--- config.mk ---
export PLATFORM = sky130hd
export DESIGN_NAME = rbm_top
export DESIGN_NICKNAME = d
export VERILOG_FILES = /design/src/logic/rbm_pkg.sv /design/src/logic/rbm_req_qual.sv /design/src/logic/rbm_top.sv
export SDC_FILE = /design/constraint.sdc
export NUM_CORES = 1
export LEC_CHECK = 0
export BUFFER_PORTS_ARGS = -buffer_cell sky130_fd_sc_hd__buf_2
export CORE_UTILIZATION = 42
export DETAILED_ROUTE_END_ITERATION = 8
export PLACE_DENSITY = 0.81
export REMOVE_ABC_BUFFERS = 1
export SKIP_LAST_GASP = 1
export SLEW_MARGIN = 20
export SYNTH_ARGS = -nofsm -noshare
export SYNTH_HDL_FRONTEND = slang
export SYNTH_SLANG_ARGS = --single-unit
--- constraint.sdc ---
create_clock -name clk -period 4.8 [get_ports clk]
set_clock_uncertainty 0.2 [all_clocks]
set_input_delay 0.48 -clock clk [delete_from_list [all_inputs] [get_ports clk]]
set_output_delay 0.48 -clock clk [all_outputs]
set_load 0.01 [all_outputs]
--- src/logic/rbm_pkg.sv ---
// Constants and types shared by the reset, boot and pin selector block
package rbm_pkg;
    // Cycle counts on the low-frequency clock
    localparam int QUAL_CYC = 3;
    localparam int STRETCH_CYC = 7;
    localparam int BOOT_LEAD_CYC = 3;
    localparam int CNT_W = 3;

    // Multiplexed pin positions in the pad vectors
    localparam int NPINS = 8;
    localparam int PIN_IRQ6 = 0;
    localparam int PIN_IRQ7 = 1;
    localparam int PIN_KEY_ROW_6 = 2;
    localparam int PIN_KEY_ROW_7 = 3;
    localparam int PIN_TXD = 4;
    localparam int PIN_RXD = 5;
    localparam int PIN_CTS = 6;
    localparam int PIN_RTS = 7;
    localparam int NAUDIO = 4;

    // Reset values
    localparam logic RST_BOOT_ROM = 1'b0;
    localparam logic RST_STO_LEVEL = 1'b0;
    localparam logic RST_SYNC_LEVEL = 1'b1;

    typedef enum logic [1:0] {
        RBM_IDLE,
        RBM_HOLD,
        RBM_STRETCH
    } rbm_state_type;
endpackage

--- src/logic/rbm_req_qual.sv ---
// Synchroniser and low-level qualifier for one reset request pin
`timescale 1ns/1ps
`default_nettype none
module rbm_req_qual #(
    parameter int QUAL = rbm_pkg::QUAL_CYC
) (
    input wire logic clk,
    input wire logic rstn,
    input wire logic req_n,
    output logic valid
);
    initial begin
        if (QUAL < 1 || QUAL > 7) begin
            $error("rbm_req_qual: QUAL out of range");
        end
    end

    localparam logic [2:0] QUAL_C = 3'(QUAL);

    logic s1_r;
    logic s2_r;
    logic [2:0] cnt_r;

    // Two-flop synchroniser; first stage read only by the second
    always_ff @(posedge clk or negedge rstn) begin
        if (!rstn) begin
            s1_r <= rbm_pkg::RST_SYNC_LEVEL;
            s2_r <= rbm_pkg::RST_SYNC_LEVEL;
        end else begin
            s1_r <= req_n;
            s2_r <= s1_r;
        end
    end

    // Consecutive low samples, saturating at the qualify count
    always_ff @(posedge clk or negedge rstn) begin
        if (!rstn) begin
            cnt_r <= 3'h0;
        end else if (s2_r) begin
            cnt_r <= 3'h0;
        end else if (cnt_r != QUAL_C) begin
            cnt_r <= cnt_r + 3'h1;
        end
    end

    assign valid = (cnt_r == QUAL_C);
endmodule
`default_nettype wire

--- src/logic/rbm_top.sv ---
// Reset qualification and stretching, boot capture and alternate pin routing
`timescale 1ns/1ps
`default_nettype none
// What this block does
// - Request valid after three low clock cycles
// - Reset output low at least seven cycles
// - Alternate request pin qualifies like primary
// - Watchdog expiry starts a stretched reset
// - Output asserts at once, holds with request
// - Seven more low cycles after request release
// - Capture boot select three cycles before release
// - Captured high boots ROM, low boots flash
// - Alternate select turns RTS into request
// - Alternate select swaps five pins to test
// - Alternate test pins disconnect primary ones
// - Test reset reaches controller without clocking
// - Alternate debug pins disable primary ones
// - Muxed pins stay inputs in reset unless alternate select is on
// - Audio on muxed pin disables primary while alternate select is off
// - Soft turn off level survives reset sequence
module rbm_top #(
    parameter int STRETCH = rbm_pkg::STRETCH_CYC,
    parameter int BOOT_LEAD = rbm_pkg::BOOT_LEAD_CYC
) (
    input wire logic clk,
    input wire logic rstn,
    input wire logic reset_in_n,
    input wire logic watchdog_expired,
    input wire logic boot_select,
    input wire logic alt_pin_select,
    output logic reset_out_n,
    output logic boot_from_rom,
    output logic boot_from_flash,
    input wire logic sto_we,
    input wire logic sto_level,
    output logic soft_turn_off_out,
    input wire logic [rbm_pkg::NPINS-1:0] pad_in,
    output logic [rbm_pkg::NPINS-1:0] pad_out,
    output logic [rbm_pkg::NPINS-1:0] pad_oe_n,
    input wire logic [rbm_pkg::NPINS-1:0] periph_out,
    input wire logic [rbm_pkg::NPINS-1:0] periph_oe,
    input wire logic [rbm_pkg::NAUDIO-1:0] audio_sel,
    output logic [rbm_pkg::NPINS-1:0] periph_in,
    output logic [rbm_pkg::NAUDIO-1:0] audio_pri_disable,
    input wire logic pri_trst_n,
    input wire logic pri_tms,
    input wire logic pri_tck,
    input wire logic pri_tdi,
    input wire logic tap_tdo,
    input wire logic tap_tdo_en,
    output logic tap_trst_n,
    output logic tap_tms,
    output logic tap_tck,
    output logic tap_tdi,
    output logic pri_tdo_out,
    output logic pri_tdo_oe_n,
    input wire logic dsp_debug_event_out,
    input wire logic dsp_debug_event_oe,
    input wire logic mcu_debug_event_out,
    input wire logic mcu_debug_event_oe,
    output logic dsp_debug_event,
    output logic mcu_debug_event,
    output logic pri_debug_disable
);
    initial begin
        if (STRETCH < 2 || STRETCH > 7) begin
            $error("rbm_top: STRETCH out of range");
        end
        if (BOOT_LEAD < 1 || BOOT_LEAD >= STRETCH) begin
            $error("rbm_top: BOOT_LEAD must be below STRETCH");
        end
    end

    localparam logic [rbm_pkg::CNT_W-1:0] STRETCH_LAST = rbm_pkg::CNT_W'(STRETCH - 1);
    localparam logic [rbm_pkg::CNT_W-1:0] BOOT_AT = rbm_pkg::CNT_W'(STRETCH - 1 - BOOT_LEAD);

    rbm_pkg::rbm_state_type state_r;
    rbm_pkg::rbm_state_type state_nxt;
    logic [rbm_pkg::CNT_W-1:0] cnt_r;
    logic reset_out_n_r;
    logic boot_r;
    logic sto_r;
    logic pri_req_n;
    logic alt_req_n;
    logic pri_valid;
    logic alt_valid;
    logic req_any;
    logic alt;

    assign alt = alt_pin_select;

    // Primary request is ignored while RTS carries it instead
    assign pri_req_n = alt ? 1'b1 : reset_in_n;
    assign alt_req_n = alt ? pad_in[rbm_pkg::PIN_RTS] : 1'b1;

    rbm_req_qual #(
        .QUAL(rbm_pkg::QUAL_CYC)
    ) u_qual_pri (
        .clk(clk),
        .rstn(rstn),
        .req_n(pri_req_n),
        .valid(pri_valid)
    );

    rbm_req_qual #(
        .QUAL(rbm_pkg::QUAL_CYC)
    ) u_qual_alt (
        .clk(clk),
        .rstn(rstn),
        .req_n(alt_req_n),
        .valid(alt_valid)
    );

    assign req_any = pri_valid | alt_valid;

    // Sequencer: hold while requested, then stretch
    always_comb begin
        state_nxt = state_r;
        unique case (state_r)
            rbm_pkg::RBM_IDLE: begin
                if (req_any) begin
                    state_nxt = rbm_pkg::RBM_HOLD;
                end else if (watchdog_expired) begin
                    state_nxt = rbm_pkg::RBM_STRETCH;
                end
            end
            rbm_pkg::RBM_HOLD: begin
                if (!req_any) begin
                    state_nxt = rbm_pkg::RBM_STRETCH;
                end
            end
            rbm_pkg::RBM_STRETCH: begin
                if (req_any) begin
                    state_nxt = rbm_pkg::RBM_HOLD;
                end else if (cnt_r == STRETCH_LAST && !watchdog_expired) begin
                    state_nxt = rbm_pkg::RBM_IDLE;
                end
            end
        endcase
    end

    // Power-on reset starts in the stretch so the output is also stretched
    always_ff @(posedge clk or negedge rstn) begin
        if (!rstn) begin
            state_r <= rbm_pkg::RBM_STRETCH;
        end else begin
            state_r <= state_nxt;
        end
    end

    // Stretch counter restarts on each entry and on a new watchdog expiry
    always_ff @(posedge clk or negedge rstn) begin
        if (!rstn) begin
            cnt_r <= '0;
        end else if (state_r != rbm_pkg::RBM_STRETCH || watchdog_expired) begin
            cnt_r <= '0;
        end else if (cnt_r != STRETCH_LAST) begin
            cnt_r <= cnt_r + 1'b1;
        end
    end

    always_ff @(posedge clk or negedge rstn) begin
        if (!rstn) begin
            reset_out_n_r <= 1'b0;
        end else begin
            reset_out_n_r <= (state_nxt == rbm_pkg::RBM_IDLE);
        end
    end

    assign reset_out_n = reset_out_n_r;

    // Boot source caught a fixed lead before release; re-caught if restretched
    always_ff @(posedge clk or negedge rstn) begin
        if (!rstn) begin
            boot_r <= rbm_pkg::RST_BOOT_ROM;
        end else if (state_r == rbm_pkg::RBM_STRETCH && cnt_r == BOOT_AT && !req_any) begin
            boot_r <= boot_select;
        end
    end

    assign boot_from_rom = boot_r;
    assign boot_from_flash = ~boot_r;

    // Only power-on or a write of zero clears it; the reset sequence never touches it
    always_ff @(posedge clk or negedge rstn) begin
        if (!rstn) begin
            sto_r <= rbm_pkg::RST_STO_LEVEL;
        end else if (sto_we) begin
            sto_r <= sto_level;
        end
    end

    assign soft_turn_off_out = sto_r;

    // Test port routing; reset path is purely combinational
    assign tap_trst_n = alt ? pad_in[rbm_pkg::PIN_IRQ6] : pri_trst_n;
    assign tap_tms = alt ? pad_in[rbm_pkg::PIN_IRQ7] : pri_tms;
    assign tap_tck = alt ? pad_in[rbm_pkg::PIN_KEY_ROW_7] : pri_tck;
    assign tap_tdi = alt ? pad_in[rbm_pkg::PIN_RXD] : pri_tdi;
    assign pri_tdo_out = tap_tdo;
    assign pri_tdo_oe_n = ~(tap_tdo_en & ~alt);

    assign dsp_debug_event = alt ? pad_in[rbm_pkg::PIN_KEY_ROW_6] : 1'b1;
    assign mcu_debug_event = alt ? pad_in[rbm_pkg::PIN_CTS] : 1'b1;
    assign pri_debug_disable = alt;

    assign audio_pri_disable = alt ? '0 : audio_sel;

    // Normal functions see the pads only when the alternate set is off
    assign periph_in = alt ? '0 : pad_in;

    always_comb begin
        pad_out = periph_out;
        pad_oe_n = '1;
        for (int i = 0; i < rbm_pkg::NPINS; i++) begin
            if (!alt && periph_oe[i] && reset_out_n_r) begin
                pad_oe_n[i] = 1'b0;
            end
        end
        if (alt) begin
            pad_out[rbm_pkg::PIN_TXD] = tap_tdo;
            pad_oe_n[rbm_pkg::PIN_TXD] = ~tap_tdo_en;
            pad_out[rbm_pkg::PIN_KEY_ROW_6] = dsp_debug_event_out;
            pad_oe_n[rbm_pkg::PIN_KEY_ROW_6] = ~dsp_debug_event_oe;
            pad_out[rbm_pkg::PIN_CTS] = mcu_debug_event_out;
            pad_oe_n[rbm_pkg::PIN_CTS] = ~mcu_debug_event_oe;
        end
    end
endmodule
`default_nettype wire

==> metrics.yaml <==
hold_path:
  hp-class: "in2reg"
  hold_depth: 2
final_layout:
  area_delta_synth_final_pct: 35.2
  diodes: 0
  finalNetCount: 241
  layout_commonest_cell: "buf_2"
  nFillCells: 222
  stdcell_count: 215
  final_area_sq_mm: 0.00152
  drive_gt1_share_pct: 52.4
  layout_common_cells: "76 x buf_2, 13 x nor2b_1, 13 x dfrtp_1"
worst_setup_path:
  critical_path.max_fanout: 29
  critical-path-max-stage-delay_ns: 0.49
  crit_chain: "buf_2 -> nor2b_1 -> nand2_1 -> buf_2"
  crit_path_start_kind: "input pin"
  arrival_ns: 1.52
  reg2reg_depth: 6
  endpoint_kind: "output pin"
  critPathKind: "in2out"
  rrSetupSlack_ns: 2.80
  crit_slowest_cell: "nor2b_1"
  cpMostUsedCell: "buf_2"
  required_ns: 4.12
die:
  die_h_microns: 53.7
  start_util_pct: 44.9
  dieArea_sq_mm: 0.00289
  die_x_microns: 53.7
  io_pins: 87
  core_area_sq_mm: 0.00250
  placementRows: 18
synth:
  yosysSeqAreaShare_pct: 40.6
  synthDistinctLibCells: 26
  synth_top_family_by_area: "simple AND/OR/NAND/NOR gates"
  synth_compound_area_share_pct: 8.13
  synth-seq-cells: 18
  yosys.area_share.simple_pct: 18.9
  yosys_warnings: 0
  muxShareOfSynthArea_pct: 10.8
  yosys.area_share.adder_pct: 10.0
  syn_avg_cell_area_sq_um: 9.77
  syn_inst: 115
  netlist_area_sq_mm: 0.00112
  synthXorXnorAreaFrac_pct: 2.34
clock_tree:
  cts_tree: "built"
  cts.clk_slew.worst_paths_ns: 0.10
  numCtsBuffers: 3
  cts_max_level: 1
  clock-sinks: 18
  cts-root-buf: "clkbuf_4"
  clock_latency_ns: 0.30
  clockBufferDepth: 2
  postCtsSetupBuffers: 0
detailed_routing:
  routed_wl_microns: 2720
  drc_errors: 0
  drtAntennaViolNets: 0
  wl_per_cell_microns: 12.7
  first_pass_iters: 4
  detail_route.iter0.violations: 16
  dr_total_vias: 1049
  vias_per_cell: 4.88
placement:
  dp_hpwl_microns: 2270
  routabilityCongestion: 0.808
  place_ws_ns: 2.63
  io_buffers: 76
  placed_cells: 210
  place_area_sq_mm: 0.00147
grt:
  grt_max_degree: 30
  grt_overflow_total: 0
  grt_use_total_pct: 20.0
  antenna_found_initial: 0
  grt_pass1_wl_microns: 4090
  first_global_vias: 1006
status:
  status: "complete, no violations"
timing:
  slew_headroom_pct: 64.5
  hold_viol: 0
  setup_tns_ns: 0
  setup_viol_count_final: 0
  maxSlewViolCount: 0
  setup_ws_ns: 2.60
  period_share_pct: 45.8
  worst_slew_pin_slew_ns: 0.532
  rsz0062_at_grt: "false"
  period_minus_slack_ns: 2.20
  fmax_mhz: 455
pwr:
  power_density_mw_per_mm2: 316
  vdd_ir_drop_max_mv: 0.200
  p_leak_nw: 0.811
flow_run:
  max_cap_violations: 0
-- Yosys cell counts --
library cell	n	share of area (%)
buf_2	1	0.45
a21oi_1	3	1.3
or2_2	2	1.1
dfrtp_1	13	29
xor2_1	2	1.6
nand2_1	7	2.3
xnor2_1	1	0.78
a222oi_1	1	0.89
o2111ai_1	1	0.78
ha_1	9	10
a22oi_1	3	2.0
nor2b_1	13	7.2
inv_1	9	3.0
dfstp_2	5	12
o22ai_1	1	0.56
a211oi_1	2	1.3
buf_4	7	4.7
clkbuf_1	3	1.0
nand3_1	1	0.45
nand2b_1	5	2.8
mux2i_1	2	1.8
nor2_4	1	1.0
o221ai_1	1	0.78
o21ai_0	1	0.45
nor2_1	12	4.0
mux2_2	9	9.0
-- power breakdown --
part           leakage [nW]  total [mW]  switching, mW  internal [mW]
Combinational         0.565       0.188         0.0994         0.0888
Sequential            0.224       0.196         0.0159          0.180
Clock                0.0210      0.0953         0.0490         0.0463
Total                 0.811       0.479          0.164          0.315
-- metal layers --
| metal | GRT usage [%] | wire, microns |
|---|---|---|
| met1 | 20.8 | 1030 |
| met2 | 36.6 | 1440 |
| met3 | 5.08 | 179 |
| met4 | 10.1 | 69 |
| met5 | 0 | 0 |
-- critical path, delay by kind of cell --
family / cells / cell delay [ns]
buf+inv: 2 / 0.41
simple gates: 2 / 0.62
-- sequential cells by signal, summed over array words and instances, names as in the netlist --
| signal | cells |
|---|---|
| cnt_r | 3 |
| u_qual_pri.s1_r | 1 |
| boot_from_rom | 1 |
| soft_turn_off_out | 1 |
| u_qual_pri.cnt_r | 3 |
| u_qual_pri.s2_r | 1 |
| reset_out_n | 1 |
| state_r | 2 |
| u_qual_alt.cnt_r | 3 |
| u_qual_alt.s1_r | 1 |
| u_qual_alt.s2_r | 1 |
-- per-stage QoR --
stage	power (mW)	util (%)	hold slack (ns)
2_1_floorplan	0.310	-	-0.0156
3_3_place_gp	0.374	58.9	0.146
3_5_place_dp	0.388	58.9	0.150
4_1_cts	0.486	60.8	0.151
5_1_grt	0.513	60.8	0.145
6_report	0.479	60.8	0.159
-- worst paths after layout --
kind                                     start               to
min in group asynchronous                 rstn         cnt_r[1]
min reg2reg                    u_qual_alt.s1_r  u_qual_alt.s2_r
max in group asynchronous                 rstn  u_qual_alt.s1_r
max                             alt_pin_select      pad_oe_n[3]
min                                 reset_in_n  u_qual_pri.s1_r
max reg2reg                u_qual_pri.cnt_r[0]      reset_out_n
-- kinds of logic after synthesis --
family | Yosys count
AND/OR/NAND/NOR | 41
buffers and inverters | 20
flip-flops | 18
AO/OA/AOI/OAI | 13
multiplexers | 11
adder cells (fa/ha/maj) | 9
XOR/XNOR | 3
-- area by class of cell --
| type | instances | area, sq um | share of cell area [%] |
|---|---|---|---|
| flip-flops and latches | 18 | 457 | 30.1 |
| repair buffers | 77 | 390 | 25.7 |
| multi-input cells | 77 | 564 | 37.1 |
| inverters | 9 | 33.8 | 2.22 |
| clock buffers | 4 | 36.3 | 2.39 |
| well taps | 30 | 37.5 | 2.47 |
-- timing repair --
item | in CTS | in global routing
gates resized for setup | 0 | 0
hold buffers | 1 | 0
endpoints found under the hold margin | 13 | 0
Power figures use the tool's default switching activity.
